`src/ccrs_pkg.sv`:
```
// Package of constants and types for the core register state block
package ccrs_pkg;

	localparam int ACC_W = 8;
	localparam int PTR_W = 14;
	localparam int AXI_AW = 8;
	localparam int AXI_DW = 32;

	// Reset values of the architectural state
	localparam logic [ACC_W-1:0] ACC_RESET = 8'h00;
	localparam logic [PTR_W-1:0] START_ADDR = 14'h3ffd;
	localparam logic ZERO_RESET = 1'h0;
	localparam logic CARRY_RESET = 1'h0;
	localparam logic [7:0] INDEX_RESET = 8'h00;
	localparam logic [7:0] PAGE_RESET = 8'h00;

	// Memory-mapped register indices, byte address is four times the index
	localparam logic [AXI_AW-1:0] IDX_WINDOW = 8'h0e;
	localparam logic [AXI_AW-1:0] IDX_INDEX = 8'h0f;
	localparam logic [AXI_AW-1:0] IDX_PAGE = 8'h1f;
	localparam logic [AXI_AW-1:0] IDX_CORE_STATE = 8'h20;

	// Core address map features
	localparam logic [PTR_W-1:0] WINDOW_ADDR = 14'h000e;
	localparam logic [PTR_W-1:0] PAGE_WIN_LO = 14'h00c0;
	localparam logic [PTR_W-1:0] PAGE_WIN_HI = 14'h00ff;
	localparam int PAGE_OFS_W = 6;
	localparam logic [PTR_W-1:0] MEM_TOP_DEFAULT = 14'h3fff;

	// Bit positions and constants used by the ALU
	localparam int MSB = ACC_W - 1;
	localparam logic [ACC_W-1:0] ONE_BYTE = 8'h01;
	localparam logic [ACC_W-1:0] ZERO_BYTE = 8'h00;
	localparam int FLAG_Z = 1;
	localparam int FLAG_C = 0;

	// AXI response codes
	localparam logic [1:0] RESP_OKAY = 2'h0;
	localparam logic [1:0] RESP_DECERR = 2'h3;

	// Operations issued by the instruction decoder
	typedef enum logic [4:0] {
		OP_NONE, OP_LOAD, OP_STORE, OP_MOVE, OP_ADD, OP_SUB, OP_CMP,
		OP_AND, OP_OR, OP_EOR, OP_INC, OP_DEC, OP_CLR, OP_LSL, OP_LSR,
		OP_ROL, OP_ROR, OP_JUMP, OP_BRANCH, OP_JUMP_SUB, OP_RETURN,
		OP_SWAP_HIGH, OP_SWAP_LOW, OP_SET_CARRY, OP_CLEAR_CARRY,
		OP_BRANCH_BIT_SET, OP_BRANCH_BIT_CLEAR, OP_COUNT
	} ccrs_op_t;

endpackage

```
`src/ccrs_core.sv`:
```
// Architectural register state, address generation and memory-mapped registers of the core
//
// Our own choice: the AXI4-Lite register port.
module ccrs_core
	import ccrs_pkg::*;
#(
	parameter logic [PTR_W-1:0] MEM_TOP = MEM_TOP_DEFAULT,
	parameter int DP_DEPTH = 256
)
(
	input wire logic clock,
	input wire logic rst,
	// Operation port from the instruction decoder
	input wire logic opValid,
	input wire logic [4:0] opCode,
	input wire logic [ACC_W-1:0] opOperand,
	input wire logic [PTR_W-1:0] opTarget,
	input wire logic opBit,
	input wire logic fetchStrobe,
	// Core address generation
	input wire logic xlatValid,
	input wire logic [PTR_W-1:0] xlatAddr,
	output logic [PTR_W-1:0] physAddr,
	output logic physValid,
	output logic coreResetReq,
	// Architectural state
	output logic [ACC_W-1:0] accumulator,
	output logic [PTR_W-1:0] instructionPointer,
	output logic [PTR_W-1:0] shadowReturnCounter,
	// Debug access to the condition flags
	input wire logic dbgFlagWe,
	input wire logic [1:0] dbgFlagWdata,
	output logic [1:0] dbgFlags,
	// AXI4-Lite slave
	input wire logic [AXI_AW-1:0] awaddr,
	input wire logic awvalid,
	output logic awready,
	input wire logic [AXI_DW-1:0] wdata,
	input wire logic [3:0] wstrb,
	input wire logic wvalid,
	output logic wready,
	output logic [1:0] bresp,
	output logic bvalid,
	input wire logic bready,
	input wire logic [AXI_AW-1:0] araddr,
	input wire logic arvalid,
	output logic arready,
	output logic [AXI_DW-1:0] rdata,
	output logic [1:0] rresp,
	output logic rvalid,
	input wire logic rready
);

	logic [ACC_W-1:0] acc_q, acc_d;
	logic [PTR_W-1:0] ip_q, ip_d;
	logic [PTR_W-1:0] ret_q, ret_d;
	logic zero_q, zero_d;
	logic carry_q, carry_d;
	logic [7:0] index_q;
	logic [7:0] page_q;
	logic [7:0] dpRam [DP_DEPTH];
	logic illegalOp, illegalAddr, illegalHit;
	logic [PTR_W-1:0] xlatPhys;
	ccrs_op_t op;

	//////////////////////////////////////////////////////////////////////////////
	// Decode and illegal detection

	// Codes past the last defined operation are illegal
	assign illegalOp = opValid && (opCode >= OP_COUNT);
	// A code left on the port after the strobe drops must not run again
	assign op = (!opValid || illegalOp) ? OP_NONE : ccrs_op_t'(opCode);

	// Address translation for the window and the paged region
	always_comb
	begin
		xlatPhys = xlatAddr;
		if (xlatAddr == WINDOW_ADDR)
			xlatPhys = {6'h00, index_q};
		else if (xlatAddr >= PAGE_WIN_LO && xlatAddr <= PAGE_WIN_HI)
			xlatPhys = {page_q, xlatAddr[PAGE_OFS_W-1:0]};
	end

	assign illegalAddr = xlatValid && (xlatPhys > MEM_TOP);
	assign illegalHit = illegalOp || illegalAddr;

	// Translated address is registered so the memory sees a clean bus
	always_ff @(posedge clock or posedge rst)
	begin
		if (rst)
		begin
			physAddr <= START_ADDR;
			physValid <= 1'b0;
		end
		else
		begin
			physAddr <= xlatPhys;
			physValid <= xlatValid && !illegalAddr;
		end
	end

	// One-cycle pulse asking the system to reset; local state reloads at once
	always_ff @(posedge clock or posedge rst)
	begin
		if (rst)
			coreResetReq <= 1'b0;
		else
			coreResetReq <= illegalHit;
	end

	//////////////////////////////////////////////////////////////////////////////
	// ALU and flow control

	// Computes next accumulator, flags, pointer and return counter
	always_comb
	begin
		logic [ACC_W:0] sum;
		sum = '0;
		acc_d = acc_q;
		zero_d = zero_q;
		carry_d = carry_q;
		ret_d = ret_q;
		ip_d = fetchStrobe ? ip_q + 14'h0001 : ip_q;
		case (op)
			OP_LOAD:
			begin
				acc_d = opOperand;
				zero_d = (opOperand == ZERO_BYTE);
			end
			OP_STORE:
				zero_d = (acc_q == ZERO_BYTE);
			OP_MOVE:
				zero_d = (opOperand == ZERO_BYTE);
			OP_ADD:
			begin
				sum = {1'b0, acc_q} + {1'b0, opOperand};
				acc_d = sum[MSB:0];
				// Unsigned overflow from the top bits of operands and result
				carry_d = (acc_q[MSB] && opOperand[MSB])
					|| ((acc_q[MSB] || opOperand[MSB]) && !sum[MSB]);
				zero_d = (sum[MSB:0] == ZERO_BYTE);
			end
			OP_SUB, OP_CMP:
			begin
				sum = {1'b0, acc_q} - {1'b0, opOperand};
				if (op == OP_SUB)
					acc_d = sum[MSB:0];
				carry_d = (opOperand > acc_q);
				zero_d = (sum[MSB:0] == ZERO_BYTE);
			end
			OP_AND, OP_OR, OP_EOR:
			begin
				acc_d = (op == OP_AND) ? (acc_q & opOperand)
					: (op == OP_OR) ? (acc_q | opOperand) : (acc_q ^ opOperand);
				zero_d = (acc_d == ZERO_BYTE);
			end
			OP_INC, OP_DEC:
			begin
				acc_d = (op == OP_INC) ? acc_q + ONE_BYTE : acc_q - ONE_BYTE;
				zero_d = (acc_d == ZERO_BYTE);
			end
			OP_CLR:
			begin
				acc_d = ZERO_BYTE;
				zero_d = 1'b1;
			end
			// Nine-bit shifts through carry
			OP_LSL, OP_ROL:
			begin
				acc_d = {acc_q[MSB-1:0], (op == OP_ROL) ? carry_q : 1'b0};
				carry_d = acc_q[MSB];
				zero_d = (acc_d == ZERO_BYTE);
			end
			OP_LSR, OP_ROR:
			begin
				acc_d = {(op == OP_ROR) ? carry_q : 1'b0, acc_q[MSB:1]};
				carry_d = acc_q[0];
				zero_d = (acc_d == ZERO_BYTE);
			end
			OP_JUMP, OP_BRANCH:
				ip_d = opTarget;
			OP_JUMP_SUB:
			begin
				// Return address is the sequential next location
				ret_d = fetchStrobe ? ip_q + 14'h0001 : ip_q;
				ip_d = opTarget;
			end
			OP_RETURN:
				ip_d = ret_q;
			OP_SWAP_HIGH:
			begin
				acc_d = {2'b00, ret_q[PTR_W-1:ACC_W]};
				ret_d = {acc_q[PTR_W-ACC_W-1:0], ret_q[ACC_W-1:0]};
			end
			OP_SWAP_LOW:
			begin
				acc_d = ret_q[ACC_W-1:0];
				ret_d = {ret_q[PTR_W-1:ACC_W], acc_q};
			end
			OP_SET_CARRY:
				carry_d = 1'b1;
			OP_CLEAR_CARRY:
				carry_d = 1'b0;
			OP_BRANCH_BIT_SET, OP_BRANCH_BIT_CLEAR:
			begin
				carry_d = opBit;
				if (opBit == (op == OP_BRANCH_BIT_SET))
					ip_d = opTarget;
			end
			default:
			begin
			end
		endcase
		// Debug writes land after instruction effects so the debugger wins
		if (dbgFlagWe)
		begin
			zero_d = dbgFlagWdata[FLAG_Z];
			carry_d = dbgFlagWdata[FLAG_C];
		end
	end

	//////////////////////////////////////////////////////////////////////////////
	// Architectural registers

	// Accumulator
	always_ff @(posedge clock or posedge rst)
	begin
		if (rst)
			acc_q <= ACC_RESET;
		else if (illegalHit)
			acc_q <= ACC_RESET;
		else
			acc_q <= acc_d;
	end

	// Instruction pointer and return counter
	always_ff @(posedge clock or posedge rst)
	begin
		if (rst)
		begin
			ip_q <= START_ADDR;
			ret_q <= START_ADDR;
		end
		else if (illegalHit)
		begin
			ip_q <= START_ADDR;
			ret_q <= START_ADDR;
		end
		else
		begin
			ip_q <= ip_d;
			ret_q <= ret_d;
		end
	end

	// Condition flags
	always_ff @(posedge clock or posedge rst)
	begin
		if (rst)
		begin
			zero_q <= ZERO_RESET;
			carry_q <= CARRY_RESET;
		end
		else if (illegalHit)
		begin
			zero_q <= ZERO_RESET;
			carry_q <= CARRY_RESET;
		end
		else
		begin
			zero_q <= zero_d;
			carry_q <= carry_d;
		end
	end

	assign accumulator = acc_q;
	assign instructionPointer = ip_q;
	assign shadowReturnCounter = ret_q;
	// Flags leave only on the debug port, never on the register bus
	assign dbgFlags = {zero_q, carry_q};

	//////////////////////////////////////////////////////////////////////////////
	// AXI4-Lite slave

	logic awHeld_q, wHeld_q;
	logic [AXI_AW-1:0] awAddr_q;
	logic [7:0] wByte_q;
	logic wLane_q;
	logic doWrite;
	logic [AXI_AW-1:0] wIdx, rIdx;
	logic wMapped;

	// Address and data are taken in either order, one write in flight
	assign awready = !awHeld_q && !bvalid;
	assign wready = !wHeld_q && !bvalid;
	assign doWrite = awHeld_q && wHeld_q && !bvalid;
	assign wIdx = {2'b00, awAddr_q[AXI_AW-1:2]};
	assign wMapped = (wIdx == IDX_WINDOW) || (wIdx == IDX_INDEX)
		|| (wIdx == IDX_PAGE) || (wIdx == IDX_CORE_STATE);

	// Write channel capture
	always_ff @(posedge clock or posedge rst)
	begin
		if (rst)
		begin
			awHeld_q <= 1'b0;
			wHeld_q <= 1'b0;
			awAddr_q <= '0;
			wByte_q <= '0;
			wLane_q <= 1'b0;
		end
		else
		begin
			if (awvalid && awready)
			begin
				awHeld_q <= 1'b1;
				awAddr_q <= awaddr;
			end
			else if (doWrite)
				awHeld_q <= 1'b0;
			if (wvalid && wready)
			begin
				wHeld_q <= 1'b1;
				wByte_q <= wdata[7:0];
				wLane_q <= wstrb[0];
			end
			else if (doWrite)
				wHeld_q <= 1'b0;
		end
	end

	// Write response; unmapped addresses answer with a decode error
	always_ff @(posedge clock or posedge rst)
	begin
		if (rst)
		begin
			bvalid <= 1'b0;
			bresp <= RESP_OKAY;
		end
		else if (doWrite)
		begin
			bvalid <= 1'b1;
			bresp <= wMapped ? RESP_OKAY : RESP_DECERR;
		end
		else if (bready)
			bvalid <= 1'b0;
	end

	// Index and page registers; only byte lane zero carries data
	always_ff @(posedge clock or posedge rst)
	begin
		if (rst)
		begin
			index_q <= INDEX_RESET;
			page_q <= PAGE_RESET;
		end
		else if (illegalHit)
		begin
			index_q <= INDEX_RESET;
			page_q <= PAGE_RESET;
		end
		else if (doWrite && wLane_q)
		begin
			if (wIdx == IDX_INDEX)
				index_q <= wByte_q;
			if (wIdx == IDX_PAGE)
				page_q <= wByte_q;
		end
	end

	// Direct-page store behind the window; no reset, it is plain RAM
	always_ff @(posedge clock)
	begin
		if (doWrite && wLane_q && wIdx == IDX_WINDOW)
			dpRam[index_q] <= wByte_q;
	end

	// Read channel: data one cycle after the address is taken
	assign arready = !rvalid;
	assign rIdx = {2'b00, araddr[AXI_AW-1:2]};

	always_ff @(posedge clock or posedge rst)
	begin
		if (rst)
		begin
			rvalid <= 1'b0;
			rdata <= '0;
			rresp <= RESP_OKAY;
		end
		else if (arvalid && arready)
		begin
			rvalid <= 1'b1;
			rresp <= RESP_OKAY;
			case (rIdx)
				IDX_WINDOW:
					rdata <= {24'h000000, dpRam[index_q]};
				IDX_INDEX:
					rdata <= {24'h000000, index_q};
				IDX_PAGE:
					rdata <= {24'h000000, page_q};
				// Flags are deliberately left out of this view
				IDX_CORE_STATE:
					rdata <= {2'b00, ip_q, acc_q, 8'h00};
				default:
				begin
					rdata <= '0;
					rresp <= RESP_DECERR;
				end
			endcase
		end
		else if (rready)
			rvalid <= 1'b0;
	end

endmodule

```
`config.mk`:
```
export PLATFORM = sky130hd
export DESIGN_NAME = ccrs_core
export DESIGN_NICKNAME = d
export VERILOG_FILES = /design/src/ccrs_pkg.sv /design/src/ccrs_core.sv
export SDC_FILE = /design/constraint.sdc
export NUM_CORES = 2
export LEC_CHECK = 0
export ABC_AREA = 1
export BUFFER_PORTS_ARGS = -buffer_cell sky130_fd_sc_hd__buf_2
export CAP_MARGIN = 40
export CORE_UTILIZATION = 35
export CTS_CLUSTER_DIAMETER = 60
export DETAILED_ROUTE_END_ITERATION = 8
export SETUP_SLACK_MARGIN = 0.3
export SYNTH_ARGS = -nofsm -noshare
export SYNTH_HDL_FRONTEND = slang
export SYNTH_SLANG_ARGS = --single-unit
```
`constraint.sdc`:
```
create_clock -name clock -period 6.1 [get_ports clock]
set_input_delay 0.305 -clock clock [delete_from_list [all_inputs] [get_ports clock]]
set_output_delay 0.305 -clock clock [all_outputs]
set_load 0.02 [all_outputs]
```
[Word-level counts from Yosys, hierarchy flattened]
Memory sizes are Yosys's and may differ from the RTL's.
Index checks and enable logic that the tools add are counted.
Cells by class
  add/sub/neg operators: 5
  order comparisons: 5
  eq/ne operators: 39
  mux-type cells: 41
  bitwise logic cells: 3
  reductions and logical operators: 63
Operators by type and width (number)
  case mux 30 bit (4 select lines): 1
  2-to-1 mux 8 bit: 11
  2-to-1 mux 14 bit: 6
  case mux 14 bit (3 select lines): 2
  case mux 8 bit (10 select lines): 1
  logical NOT 8 bit: 8
  equality test 5 bit, second input constant: 11
  equality test 5 x 4 -> 1 bit, second input constant: 8
  equality test 6 x 4 -> 1 bit, second input constant: 4
  nonzero test 11 bit: 2
  equality test 5 x 3 -> 1 bit, second input constant: 4
  logical AND 1 bit: 15
  2-to-1 mux 1 bit: 15
  adder 14 x 1 -> 14 bit, second input constant: 1
  equality test 14 x 4 -> 1 bit, second input constant: 1
  >= comparator 14 x 8 -> 1 bit, second input constant: 1
  > comparator 14 bit, second input constant: 1
  less-or-equal comparator 14 x 8 -> 1 bit, second input constant: 1
  nonzero test 2 bit: 7
  equality test 6 x 5 -> 1 bit, second input constant: 2
  equality test 6 bit, second input constant: 2
  OR reduction 2 bit: 6
  equality test 5 x 2 -> 1 bit, second input constant: 2
  AND reduction 2 bit: 5
  23 further kinds: 39
Word-level totals
  register bits after elaboration: 127
  memory bits (writable): 2048
  input bits: 107
  output and inout bits: 95
  word-level logic and storage cells: 178
  memories kept: 1
Memories
  dpRam: depth 256, width 8, rd ports 1, clocked after Yosys merged registers in 0, wr ports 1, line ccrs_core.sv:61  | logic [7:0] dpRam [DP_DEPTH];

[Logic depth before layout (Yosys ltp)]
  depth in word-level cells: 11
  gate-level depth with buffers: 26
  mapped depth without buffers: 24

[Least setup slack after synthesis]
OpenSTA, ideal clock, no wires.
  path type: register to register
  start: register wByte_q[0]
  end: memory dpRam[0][0], data pin
  data arrival time: 3.194 ns
  slack: 2.100 ns
  stages on the path, launching flop included: 1
  buffers on the path: 0
  clock period less this slack: 4.000 ns
  cell sequence: dfrtp_1
RTL lines
  from (decl): line ccrs_core.sv:287  | logic [7:0] wByte_q;
  from (signal assigned): line ccrs_core.sv:324  | wByte_q <= wdata[7:0];
  to (decl): line ccrs_core.sv:61
No word-level cell before the write port.

[Final worst setup path]
  start: register acc_q[3] (netlist: accumulator[3])
  end: register zero_q
Between the ends
  cells in the longest elaborated chain, start to end: 7
  elaborated cells on any way between the ends: 20
  those cells by class: add/sub: 4; mux: 6; bitwise: 3; reduce/logical: 7
RTL lines
  from (decl): line ccrs_core.sv:54  | logic [ACC_W-1:0] acc_q, acc_d;
  from (signal assigned): line ccrs_core.sv:229  | acc_q <= ACC_RESET;
  from (signal assigned): line ccrs_core.sv:231  | acc_q <= ACC_RESET;
  from (signal assigned): line ccrs_core.sv:233  | acc_q <= acc_d;
  parallel branches: the longest is 4 deep, another holds subtractor 8 x 1 -> 8 bit
  case mux 1 bit (9 select lines) (*): line ccrs_core.sv:124  | case (op)
  2-to-1 mux 1 bit (*): line ccrs_core.sv:215  | if (dbgFlagWe)
  2-to-1 mux 1 bit (*): line ccrs_core.sv:264  | else if (illegalHit)
  to (signal assigned): line ccrs_core.sv:271  | zero_q <= zero_d;
  to (decl): line ccrs_core.sv:57  | logic zero_q, zero_d;
Every way passes the cells marked *.
A chain may end at the register's enable or synchronous reset.

==> results.md <==
- Insertion delay of the later-clocked pin in the worst-skew pair: 870 ps
- Initial Util: about a third
- Top achievable clock speed: approximately 190 MHz
- RSZ-0062 raised after global routing: no
- Fin Hold WS: 58.2 ps
- Antenna violations before repair: 6
- Syn avg cell area: 12.0 um^2
- Simple-gate portion of the synthesized area: 18.8%
- Clock root buffer master: sky130_fd_sc_hd__clkbuf_16
- Initial DRT Pass Iterations: 8
- Post_cts resized: 0
- Post-detail-place hpwl: approximately 150000 um
- Adder-Cell Fraction of Synth Area: 0.564%
- Placed cell count: roughly 11000
- Netlist cell types: 57
- Post-synthesis instance area: 87300 um^2
- Sequential Area: 64600 um^2
- Area occupied by multi-input gates: 20500 um^2
- First-pass GRT wire length: about 360000 um
- EDFF count, synth: slightly above 2000
- Largest fanout on the critical path: 10
- Synthesized netlist cell count: 7249
- Count of hold-fix buffers inserted at cts: 97
- Synth cell count leaders: sky130_fd_sc_hd__nand2_1 (2873), sky130_fd_sc_hd__edfxtp_1 (2048), sky130_fd_sc_hd__nor2_1 (526)
- Slew at the pin closest to its max-slew limit: 1140 ps
- Sum Neg Setup Slack: 0 ps
- Fraction of synthesized area in multiplexers: 0.155%
- Worst path max stage delay: 800 ps
- Die width: about 500 um
- Via total after detailed routing: 57446
- Maximum number of pins on one net before global-route repair: 217
- Largest family of logic cells by synthesized area: simple AND/OR/NAND/NOR gates
- Number of cells in the finished layout apart from fillers: 11048
- Number of nets at the end of the flow: 7685
- Pwr Density: 461 nW/um^2
- Proportion of power drawn by the clock network: 27.8%
- Internal power contribution: 29.3 mW
- Leakage power of the design: roughly 35 nW
- Number of register bits inferred by synthesis: between 2000 and 2500
- Count of warnings emitted by yosys: 0
- Most area-consuming cells after synthesis: sky130_fd_sc_hd__edfxtp_1 (70%), sky130_fd_sc_hd__nand2_1 (12%), sky130_fd_sc_hd__nand4_1 (3.0%)
- Slew Limit Headroom: 23.8%
- Shortest clock period the worst path allows after layout: 5220 ps
- ANT nets after route: 0
- Synth Area in Compound Gates: 3.68%
- Routed wire per std cell: about 23 um
- Number of fillers in the final layout: about 23000
- CTS HTree Levels: 4
- IO Count: 202
- Worst Path Arrival: 6010 ps
- Via density: 5.20
- Run status: completed
- Share of post-route cells with drive strength above 1: 9.80%
- Net Sw Power: 17.0 mW
- Most instantiated flip-flop cell in the synthesis netlist: sky130_fd_sc_hd__edfxtp_1
- Vertical die dimension: 502 um
- Total global routing track utilization: 19.5%
- CP delay by family, top: buffers and inverters
- Detailed-route DRC error count: 0
- Clock tree from TritonCTS: yes
- Setup bufs post-CTS: 0
- Clock Sink Count: 2169
- Part of the total power dissipated in combinational logic: a little under a third
- Clock buffer depth: 3
- Post-synthesis xor/xnor area fraction: less than 1%
- Number of rows in the core area: 183
- Global route overflow: 0
- Worst path buffer plus inverter count: 6
- Post-detailed-routing wire length: 250000 um
- Worst-path cell with the longest stage delay: sky130_fd_sc_hd__dfrtp_1
- Total die area: 252000 um^2
- Required time of the critical path: 6890 ps
- Core Footprint: 248000 um^2
- Most frequent cell on the critical path: sky130_fd_sc_hd__nand2_1
- Area share of the leading cell type in the synthesized netlist: 70.4%
- Max Cap Viol: 0
- Sw Ratio: 36.7%
- Reg clk slew, reported paths: 60 ps
- Relative area change from synthesis to final layout: 14.8%
- Most instantiated library cell after synthesis: sky130_fd_sc_hd__nand2_1
- Critical path startpoint category: register
- Final period utilization: 85.6%
- Clock skew after layout: 22.1 ps
- Slew Viols, Final: 0
- Global placement routability congestion: between 0.9 and 1
- Ys async rst share: under 10%
- Worst Setup End Kind: register
- Number of endpoints with negative hold slack in the final report: 0
- Sequential fraction of design power: between 40% and 50%
- Portion of the post-synthesis area used by sequential elements: 73.9%
- Leading area contributor after synthesis: sky130_fd_sc_hd__edfxtp_1
- Class of the worst hold path: in -> reg
- Number of global-route vias before repair: ~55000
- Peak supply drop: 0.604 mV
- Violation count after the first detailed-routing iteration: approximately 6000
- Crit Path Category: reg -> reg
- Total power: 46.3 mW
- PortBufs: 168
- Endpoints failing setup: 0
- Clock buffers created by TritonCTS: 210
==> per-stage QoR <==
step | util (%) | area (um^2) | setup WS, ps
detailed placement | 37.2 | 92500 | 1710
floorplan | - | 87300 | 2100
global placement | 37.1 | 92200 | 1690
global route | 40.4 | 100000 | 608
finish | 40.4 | 100000 | 881
CTS | 40.3 | 100000 | 1020
==> registers in the layout, indices dropped and copies added (netlist names), 6 cells and up <==
signal / count
dpRam: 2048
rdata: 30
instructionPointer: 14
physAddr: 14
shadowReturnCounter: 14
accumulator: 8
index_q: 8
page_q: 8
wByte_q: 8
awAddr_q: 6
==> power groups by stage <==
stage | clock, mW | combinational [mW] | sequential, mW
2_1_floorplan | 0 | 6.88 | 20.8
3_3_place_gp | 0 | 13.3 | 19.9
3_5_place_dp | 0 | 13.6 | 19.8
4_1_cts | 13.0 | 13.8 | 19.5
5_1_grt | 13.6 | 14.9 | 19.6
6_report | 12.9 | 13.9 | 19.6
==> logic make-up (layout without fill, tap and decap cells) <==
family | Yosys count | in the layout
and+or+nand+nor | 3989 | 3989
DFF | 2169 | 2169
buffers and inverters | 543 | 1008
AOI/OAI and AO/OA | 479 | 479
adders and majority gates | 37 | 37
xor gates and xnor gates | 19 | 19
muxes | 12 | 12
other | 1 | 5
==> worst paths after layout <==
kind | cells after the start | slack, ps | to | start
worst max-delay path | 26 | 880 | zero_q | accumulator[3]
min in group asynchronous | 3 | 80 | rdata[19] | rst
worst min register to register | 2 | 480 | rdata[15] | rdata[15]
max in group asynchronous | 5 | 4960 | physAddr[5] | rst
worst min-delay path | 5 | 60 | rresp[0] | araddr[5]
worst max register to register | 26 | 880 | zero_q | accumulator[3]
==> cell type report <==
type                            count  share of cell area [%]
Sequential cell                  2169                    64.4
Multi-Input combinational cell   4538                    20.4
Clock buffer                      255                    5.45
Tap cell                         3330                    4.16
Timing Repair Buffer              428                    3.48
Clock inverter                    131                    1.29
Inverter                          194                   0.749
Antenna cell                        3                 0.00749
==> per-layer routing <==
layer  GRT usage, %  vias to the layer above  share of wire [%]  wire length [um]
li1               -                    26010                  -                 -
met1           26.2                    28527                 41            103000
met2           31.6                     2489                 47            118000
met3           3.37                      418                8.4             21100
met4           6.84                        2                3.3              8340
met5              0                        -             0.0052                13
==> worst min-delay path, delay by kind of cell <==
family	cells	cell delay, ps
AO/OA/AOI/OAI	1	140
AND/OR/NAND/NOR	3	340
buffers and inverters	1	90
==> cell usage in the layout (no fill, tap or decap), types with 43 or more instances in the layout <==
master | Yosys | final
sky130_fd_sc_hd__nand2_1 | 2873 | 2870
sky130_fd_sc_hd__edfxtp_1 | 2048 | 2048
sky130_fd_sc_hd__nor2_1 | 526 | 521
sky130_fd_sc_hd__nand4_1 | 423 | 423
sky130_fd_sc_hd__a22oi_1 | 215 | 215
sky130_fd_sc_hd__clkbuf_16 | 0 | 212
sky130_fd_sc_hd__inv_1 | 181 | 179
sky130_fd_sc_hd__buf_2 | 182 | 168
sky130_fd_sc_hd__buf_4 | 9 | 129
sky130_fd_sc_hd__o21ai_0 | 111 | 111
sky130_fd_sc_hd__nand3_1 | 108 | 108
sky130_fd_sc_hd__dlygate4sd3_1 | 0 | 97
sky130_fd_sc_hd__dfrtp_1 | 82 | 72
sky130_fd_sc_hd__clkinv_1 | 0 | 52
sky130_fd_sc_hd__a21oi_1 | 51 | 51
sky130_fd_sc_hd__clkbuf_1 | 136 | 43
Power figures use the tool's default switching activity.
